[src/hw/aisc_regs.svh]
`ifndef AISC_REGS_SVH
`define AISC_REGS_SVH

// Source select codes and masks.
`define AISC_SRC_EXT0      4'h0
`define AISC_SRC_AVDD      4'h1
`define AISC_SRC_AVDD_2    4'h2
`define AISC_SRC_AVDD_4    4'h3
`define AISC_SRC_EXT1      4'h4
`define AISC_SRC_PGA       4'h5
`define AISC_SRC_PGA_2     4'h6
`define AISC_SRC_PGA_4     4'h7
`define AISC_SRC_TOP_GND   2'h2
`define AISC_SRC_TOP_EXT   2'h3

// Pin function code that claims a pin for analog use.
`define AISC_PIN_FUNC_ANALOG 2'h3

// Conversion timing in conversion clock ticks.
`define AISC_SAMPLE_TICKS  5'h04
`define AISC_CONVERT_TICKS 5'h0c
`define AISC_TOTAL_TICKS   5'h10

// Result reset value and prescaler all-ones mask.
`define AISC_RESULT_RESET  8'h00
`define AISC_PRESCALE_ONES 7'h7f

`endif

[src/hw/aisc_pkg.sv]
package aisc_pkg;

  typedef enum logic [1:0] {
    AISC_IDLE,
    AISC_SAMPLE,
    AISC_CONVERT
  } aisc_state_t;

  typedef enum logic [2:0] {
    AISC_INT_NONE,
    AISC_INT_AVDD,
    AISC_INT_AVDD_2,
    AISC_INT_AVDD_4,
    AISC_INT_PGA,
    AISC_INT_PGA_2,
    AISC_INT_PGA_4,
    AISC_INT_GND
  } aisc_int_src_t;

endpackage

[src/hw/aisc_top.sv]
`timescale 1ns/1ps
`include "aisc_regs.svh"
// Contract
// - Analog-assigned pin loses its digital function.
// - Pull-high disconnected on analog-assigned pins.
// - Analog selection overrides pin direction setting.
// - Codes 0000, 0100, 11xx route external pin.
// - Other source codes route listed internal signals.
// - Internal source switches external path off.
// - Start needs low-high-low pulse on start bit.
// - Busy cleared when conversion completes.
// - Completion sets request flag, enabled raises interrupt.
// - Conversion clock is system clock divided by 2^n.
// - Conversion: 4 sample plus 12 convert ticks.
// - Result bytes aligned by format select bit.
// - Results unchanged while converter power is off.
module aisc_top
  import aisc_pkg::*;
(
  input  wire logic        clk_sys,
  input  wire logic        reset_n,
  input  wire logic        startControl,
  input  wire logic        converter_power_enable,
  input  wire logic        result_format_select,
  input  wire logic [3:0]  input_source_select,
  input  wire logic [3:0]  external_channel_select,
  input  wire logic [2:0]  conversion_clock_divider_select,
  input  wire logic        interruptEnable,
  input  wire logic        interruptFlagClear,
  input  wire logic [15:0] pin_function_select_high,
  input  wire logic [15:0] pin_function_select_low,
  input  wire logic [15:0] pinPullHighEnable,
  input  wire logic [15:0] pinDirectionInput,
  input  wire logic [11:0] converterDataIn,
  output logic [15:0]      pinDigitalEnable,
  output logic [15:0]      pinPullHighActive,
  output logic [15:0]      pinInputMode,
  output logic             externalChannelEnable,
  output logic [3:0]       externalChannelIndex,
  output aisc_int_src_t    internalSource,
  output logic             conversionClockTick,
  output logic             sampleActive,
  output logic             conversionActive,
  output logic             conversion_busy_flag,
  output logic             interruptRequestFlag,
  output logic             interruptOut,
  output logic [7:0]       result_high_byte,
  output logic [7:0]       result_low_byte
);

  // ************************************************************
  // Pin ownership.
  // ************************************************************

  genvar gPin;
  generate
    for (gPin = 0; gPin < 16; gPin++) begin : gPinCtl
      logic isAnalog;
      assign isAnalog = {pin_function_select_high[gPin], pin_function_select_low[gPin]}
                        == `AISC_PIN_FUNC_ANALOG;
      always_ff @(posedge clk_sys or negedge reset_n) begin
        if (!reset_n) begin
          pinDigitalEnable[gPin]  <= 1'b1;
          pinPullHighActive[gPin] <= 1'b0;
          pinInputMode[gPin]      <= 1'b1;
        end else begin
          pinDigitalEnable[gPin]  <= !isAnalog;
          pinPullHighActive[gPin] <= pinPullHighEnable[gPin] && !isAnalog;
          pinInputMode[gPin]      <= pinDirectionInput[gPin] || isAnalog;
        end
      end
    end
  endgenerate

  // ************************************************************
  // Input routing.
  // ************************************************************

  aisc_int_src_t intSrc_d;
  logic          extSel_d;

  always_comb begin
    intSrc_d = AISC_INT_NONE;
    extSel_d = 1'b0;
    if (input_source_select[3:2] == `AISC_SRC_TOP_EXT) begin
      extSel_d = 1'b1;
    end else if (input_source_select[3:2] == `AISC_SRC_TOP_GND) begin
      intSrc_d = AISC_INT_GND;
    end else begin
      case (input_source_select)
        `AISC_SRC_EXT0:   extSel_d = 1'b1;
        `AISC_SRC_EXT1:   extSel_d = 1'b1;
        `AISC_SRC_AVDD:   intSrc_d = AISC_INT_AVDD;
        `AISC_SRC_AVDD_2: intSrc_d = AISC_INT_AVDD_2;
        `AISC_SRC_AVDD_4: intSrc_d = AISC_INT_AVDD_4;
        `AISC_SRC_PGA:    intSrc_d = AISC_INT_PGA;
        `AISC_SRC_PGA_2:  intSrc_d = AISC_INT_PGA_2;
        `AISC_SRC_PGA_4:  intSrc_d = AISC_INT_PGA_4;
        default:          intSrc_d = AISC_INT_NONE;
      endcase
    end
  end

  always_ff @(posedge clk_sys or negedge reset_n) begin
    if (!reset_n) begin
      externalChannelEnable <= 1'b0;
      externalChannelIndex  <= 4'h0;
      internalSource        <= AISC_INT_NONE;
    end else begin
      externalChannelEnable <= extSel_d;
      externalChannelIndex  <= extSel_d ? external_channel_select : 4'h0;
      internalSource        <= intSrc_d;
    end
  end

  // ************************************************************
  // Conversion clock prescaler.
  // ************************************************************

  logic [6:0] prescale_q;
  logic [6:0] divMask;
  logic       tick;

  assign divMask = 7'(~(`AISC_PRESCALE_ONES << conversion_clock_divider_select));
  assign tick    = (prescale_q & divMask) == divMask;

  always_ff @(posedge clk_sys or negedge reset_n) begin
    if (!reset_n) begin
      prescale_q <= 7'h00;
    end else if (!converter_power_enable) begin
      prescale_q <= 7'h00;
    end else begin
      prescale_q <= prescale_q + 7'h01;
    end
  end

  always_ff @(posedge clk_sys or negedge reset_n) begin
    if (!reset_n) begin
      conversionClockTick <= 1'b0;
    end else begin
      conversionClockTick <= tick && converter_power_enable;
    end
  end

  // ************************************************************
  // Start detection.
  // ************************************************************

  logic startHigh_q;
  logic startPulse;

  assign startPulse = startHigh_q && !startControl && converter_power_enable;

  always_ff @(posedge clk_sys or negedge reset_n) begin
    if (!reset_n) begin
      startHigh_q <= 1'b0;
    end else begin
      startHigh_q <= startControl;
    end
  end

  // ************************************************************
  // Conversion sequencer.
  // ************************************************************

  aisc_state_t state_q;
  logic [4:0]  tickCount_q;
  logic        done;

  assign done = (state_q == AISC_CONVERT) && tick && converter_power_enable
                && (tickCount_q == `AISC_TOTAL_TICKS - 5'h01);

  always_ff @(posedge clk_sys or negedge reset_n) begin
    if (!reset_n) begin
      state_q     <= AISC_IDLE;
      tickCount_q <= 5'h00;
    end else if (!converter_power_enable) begin
      state_q     <= AISC_IDLE;
      tickCount_q <= 5'h00;
    end else begin
      case (state_q)
        AISC_IDLE: begin
          tickCount_q <= 5'h00;
          if (startPulse) begin
            state_q <= AISC_SAMPLE;
          end
        end
        AISC_SAMPLE: begin
          if (startPulse) begin
            tickCount_q <= 5'h00;
          end else if (tick) begin
            tickCount_q <= tickCount_q + 5'h01;
            if (tickCount_q == `AISC_SAMPLE_TICKS - 5'h01) begin
              state_q <= AISC_CONVERT;
            end
          end
        end
        AISC_CONVERT: begin
          if (startPulse) begin
            state_q     <= AISC_SAMPLE;
            tickCount_q <= 5'h00;
          end else if (done) begin
            state_q     <= AISC_IDLE;
            tickCount_q <= 5'h00;
          end else if (tick) begin
            tickCount_q <= tickCount_q + 5'h01;
          end
        end
        default: begin
          state_q     <= AISC_IDLE;
          tickCount_q <= 5'h00;
        end
      endcase
    end
  end

  always_ff @(posedge clk_sys or negedge reset_n) begin
    if (!reset_n) begin
      sampleActive     <= 1'b0;
      conversionActive <= 1'b0;
    end else begin
      sampleActive     <= state_q == AISC_SAMPLE;
      conversionActive <= state_q == AISC_CONVERT;
    end
  end

  always_ff @(posedge clk_sys or negedge reset_n) begin
    if (!reset_n) begin
      conversion_busy_flag <= 1'b0;
    end else if (!converter_power_enable) begin
      conversion_busy_flag <= 1'b0;
    end else if (startPulse) begin
      conversion_busy_flag <= 1'b1;
    end else if (done) begin
      conversion_busy_flag <= 1'b0;
    end
  end

  // ************************************************************
  // Completion flag and interrupt.
  // ************************************************************

  always_ff @(posedge clk_sys or negedge reset_n) begin
    if (!reset_n) begin
      interruptRequestFlag <= 1'b0;
    end else if (done) begin
      interruptRequestFlag <= 1'b1;
    end else if (interruptFlagClear) begin
      interruptRequestFlag <= 1'b0;
    end
  end

  always_ff @(posedge clk_sys or negedge reset_n) begin
    if (!reset_n) begin
      interruptOut <= 1'b0;
    end else begin
      interruptOut <= interruptEnable && (interruptRequestFlag || done);
    end
  end

  // ************************************************************
  // Result bytes.
  // ************************************************************

  always_ff @(posedge clk_sys or negedge reset_n) begin
    if (!reset_n) begin
      result_high_byte <= `AISC_RESULT_RESET;
      result_low_byte  <= `AISC_RESULT_RESET;
    end else if (done) begin
      if (result_format_select) begin
        result_high_byte <= {4'h0, converterDataIn[11:8]};
        result_low_byte  <= converterDataIn[7:0];
      end else begin
        result_high_byte <= converterDataIn[11:4];
        result_low_byte  <= {converterDataIn[3:0], 4'h0};
      end
    end
  end

endmodule

[config.mk]
export PLATFORM = sky130hd
export DESIGN_NAME = aisc_top
export DESIGN_NICKNAME = d
export VERILOG_FILES = /design/src/hw/aisc_pkg.sv /design/src/hw/aisc_top.sv
export VERILOG_INCLUDE_DIRS = /design/src /design/src/hw
export SDC_FILE = /design/constraint.sdc
export NUM_CORES = 1
export LEC_CHECK = 0
export ABC_AREA = 0
export BUFFER_PORTS_ARGS = -buffer_cell sky130_fd_sc_hd__buf_2
export CORE_MARGIN = 3
export CORE_UTILIZATION = 35
export CTS_BUF_LIST = sky130_fd_sc_hd__clkbuf_8
export CTS_CLUSTER_SIZE = 14
export DETAILED_ROUTE_END_ITERATION = 16
export MAX_ROUTING_LAYER = met4
export PLACE_DENSITY = 0.64
export SETUP_SLACK_MARGIN = 0.5
export SLEW_MARGIN = 20
export SYNTH_ARGS = -nofsm -noshare
export SYNTH_HDL_FRONTEND = slang
export SYNTH_SLANG_ARGS = --single-unit
[constraint.sdc]
create_clock -name clk_sys -period 3.69 [get_ports clk_sys]
set_input_delay 0.1845 -clock clk_sys [delete_from_list [all_inputs] [get_ports clk_sys]]
set_output_delay 0.1845 -clock clk_sys [all_outputs]
set_load 0.02 [all_outputs]
==> flow_summary.yaml <==
run_status:
  status: "completed"
placement:
  gp_congestion: 0.856
  dp_slack_ps: 1690
  placed_area_um2: 4650
  hpwl_mm: 5.92
  port_buffers: 171
setup_path:
  slowest_stage: "dfrtp_1"
  worstPathMaxFanout: 18
  crit_type: "reg -> reg"
  max_stage_delay_ps: 450
  reg2reg_depth: 5
  startpoint_type: "flop"
  arrival_ps: 2230
  critical_path_required_ps: 3930
  worst-path-stages: 5
  crit_path_end_kind: "flop"
  crit_buf_inv: 0
  cp_top_family: "simple AND/OR/NAND/NOR gates"
  cp_cell_sequence: "a2bb2oi_1, o221ai_4, and3_1, nand3_4, mux2_4"
route:
  drtIter0Drc: 53
  wl_mm: 8.18
  antenna_left: 0
  drc_errors: 0
  wl_per_cell_um: 13.0
  viasPerCell: 4.36
  firstDrtPassIters: 4
  vias: 2743
synthesis:
  ys_warn_count: 0
  synth-edff-count: 0
  ys_types: 38
  syn_area_um2: 3650
  syn_inst: 275
  ys_seq_area_share_pct: 64.8
  ys_seq_elements: 93
  avgSynthCellArea_um2: 13.3
  synth_top_area_cell: "dfrtp_1"
  synth_top_flop_cell: "dfrtp_1"
  synth_nets: 376
  synthTopCellsByArea: "dfrtp_1 42%, dfstp_2 23%, mux2_2 5.2%, and2_1 5.0%, nand2b_1 3.4%"
  synth_top_area_share_pct: 41.8
  ys_async_sr_fraction_pct: 100
floorplan:
  core_area_um2: 9950
  fp.dieW_um: 108
  chipHeight_um: 108
  ioPinCount: 172
  start_util_pct: 36.7
  die-area_um2: 11700
  rows: 36
sta:
  worst_slew_pin_slew_ps: 727
  clock.fmax_ghz: 0.503
  fin_tns_setup_ps: 0
  rsz0062_at_grt: "no"
  setup_viol_count_final: 0
  setup_ws_ps: 1700
  finClkSkew_ps: 7.85
  max_slew_margin_pct: 51.5
  finalCritPeriodShare_pct: 53.8
  drv_slew: 0
  period_minus_slack_ps: 1990
  finalHoldViolCount: 0
clock_tree:
  cts_max_level: 3
  post_cts_buffers: 0
  cts_buffer_depth: 2
  root_buffer: "clkbuf_8"
  cts.clk_slew.worst_paths_ps: 90
  clk_latency_ps: 350
  cts-buffers-inserted: 9
  cts.sinks: 93
  tritoncts: "yes"
cells_and_area:
  utilization_pct: 52.4
  drive_above_1_share_pct: 49.0
  fin_area_um2: 5220
  area_growth_pct: 42.8
  n_antenna_cell: 0
  nets: 592
global_route:
  grt.overflow.total: 0
  grt_pass1_vias: 2779
  grt_pass1_wl_mm: 13.1
  antenna_found_initial: 0
  globalRouteTotalUtil_pct: 14.7
  grt_max_degree: 85
job:
  maxCapViolCount: 0
min_path:
  min_path_type: "in -> reg"
  hold_path_depth: 2
power_and_ir_drop:
  power.density_nw_per_um2: 391
  irDropWorstVdd_v: 0.000205
  power.leakage_nw: 2.64
  total_power_mw: 2.04
registers in the layout, indices dropped and copies added (netlist names):
signal,flops
pinDigitalEnable,16
pinInputMode,16
pinPullHighActive,16
result_high_byte,8
result_low_byte,8
prescale_q,7
tickCount_q,5
externalChannelIndex,4
internalSource,3
state_q,2
conversionActive,1
conversionClockTick,1
conversion_busy_flag,1
externalChannelEnable,1
interruptOut,1
interruptRequestFlag,1
sampleActive,1
startHigh_q,1
per-layer routing:
metal | part of all wire [%] | up-vias | GRT usage, %
met2 | 50 | 111 | 23.4
met4 | 1.7 | 0 | 4.87
li1 | - | 1342 | -
met1 | 41 | 1280 | 17.5
met3 | 6.6 | 10 | 5.01
met5 | 0 | - | -
path summary, 6_finish.rpt:
check	end	startpoint	slack, ps
min	pinInputMode[15]	pinDirectionInput[15]	30
min reg2reg	result_high_byte[6]	result_high_byte[6]	510
min in group asynchronous	sampleActive	reset_n	440
max in group asynchronous	pinInputMode[13]	reset_n	2530
max	result_high_byte[4]	prescale_q[0]	1700
max reg2reg	result_high_byte[4]	prescale_q[0]	1700
cell usage in the layout, fill, tap and decap left out, types with 2 or more instances in the layout:
master         synthesis  routed
buf_2                  0     170
dfrtp_1               61      61
dlygate4sd3_1          0      38
dfstp_2               32      32
and2_1                29      29
nand2_1               24      24
nand2b_1              20      20
mux2_2                17      17
inv_1                 11      13
nor2_1                10      10
clkbuf_8               0      10
nor2b_1                7       7
ha_1                   7       7
nand4_1                6       6
mux2i_1                6       6
xnor2_1                5       5
mux2_4                 4       4
and3_1                 3       3
xor2_1                 3       3
a21oi_1                3       3
nand3_1                2       2
a21boi_0               2       2
a21o_1                 2       2
o21ai_0                2       2
clkinvlp_4             0       2
kinds of logic after synthesis:
family	Yosys count	share of synthesized area [%]
compound gates	20	4.52
xor+xnor	8	1.92
fa+ha+maj	7	2.40
buf+inv	16	1.95
flops	93	64.8
mux	27	8.53
simple gates	104	15.9
area by class of cell:
class / instances / area [um^2]
well taps: 133 / 166
inverters: 11 / 41.3
repair buffers: 210 / 1250
multi-input cells: 166 / 1210
clock inverters: 6 / 40.0
fillers: 898 / 4740
flip-flops and latches: 93 / 2370
clock buffers: 10 / 138
synthesized netlist by cell type (4+ instances only):
cell      number
and2_1        29
dfrtp_1       61
xnor2_1        5
nor2b_1        7
mux2_4         4
mux2_2        17
nand4_1        6
nand2_1       24
dfstp_2       32
nand2b_1      20
inv_1         11
ha_1           7
nor2_1        10
mux2i_1        6
through the flow:
step,cells,hold slack (ps)
floorplan,275,-111
global placement,575,306
detailed placement,575,312
CTS,628,0.761
global route,629,5.47
finish,629,26.8
timing repair:
item | in CTS | in global routing
gates resized for setup | 0 | 0
endpoints found under the hold margin | 22 | 56
hold buffers | 37 | 1
power breakdown:
part           switching [mW]  leakage [nW]  total (mW)  internal (mW)
clock                   0.345        0.0915       0.607          0.262
sequential             0.0187          1.12        1.10           1.08
combinational           0.179          1.42       0.326          0.147
total                   0.543          2.64        2.04           1.49
Power figures use the tool's default switching activity.
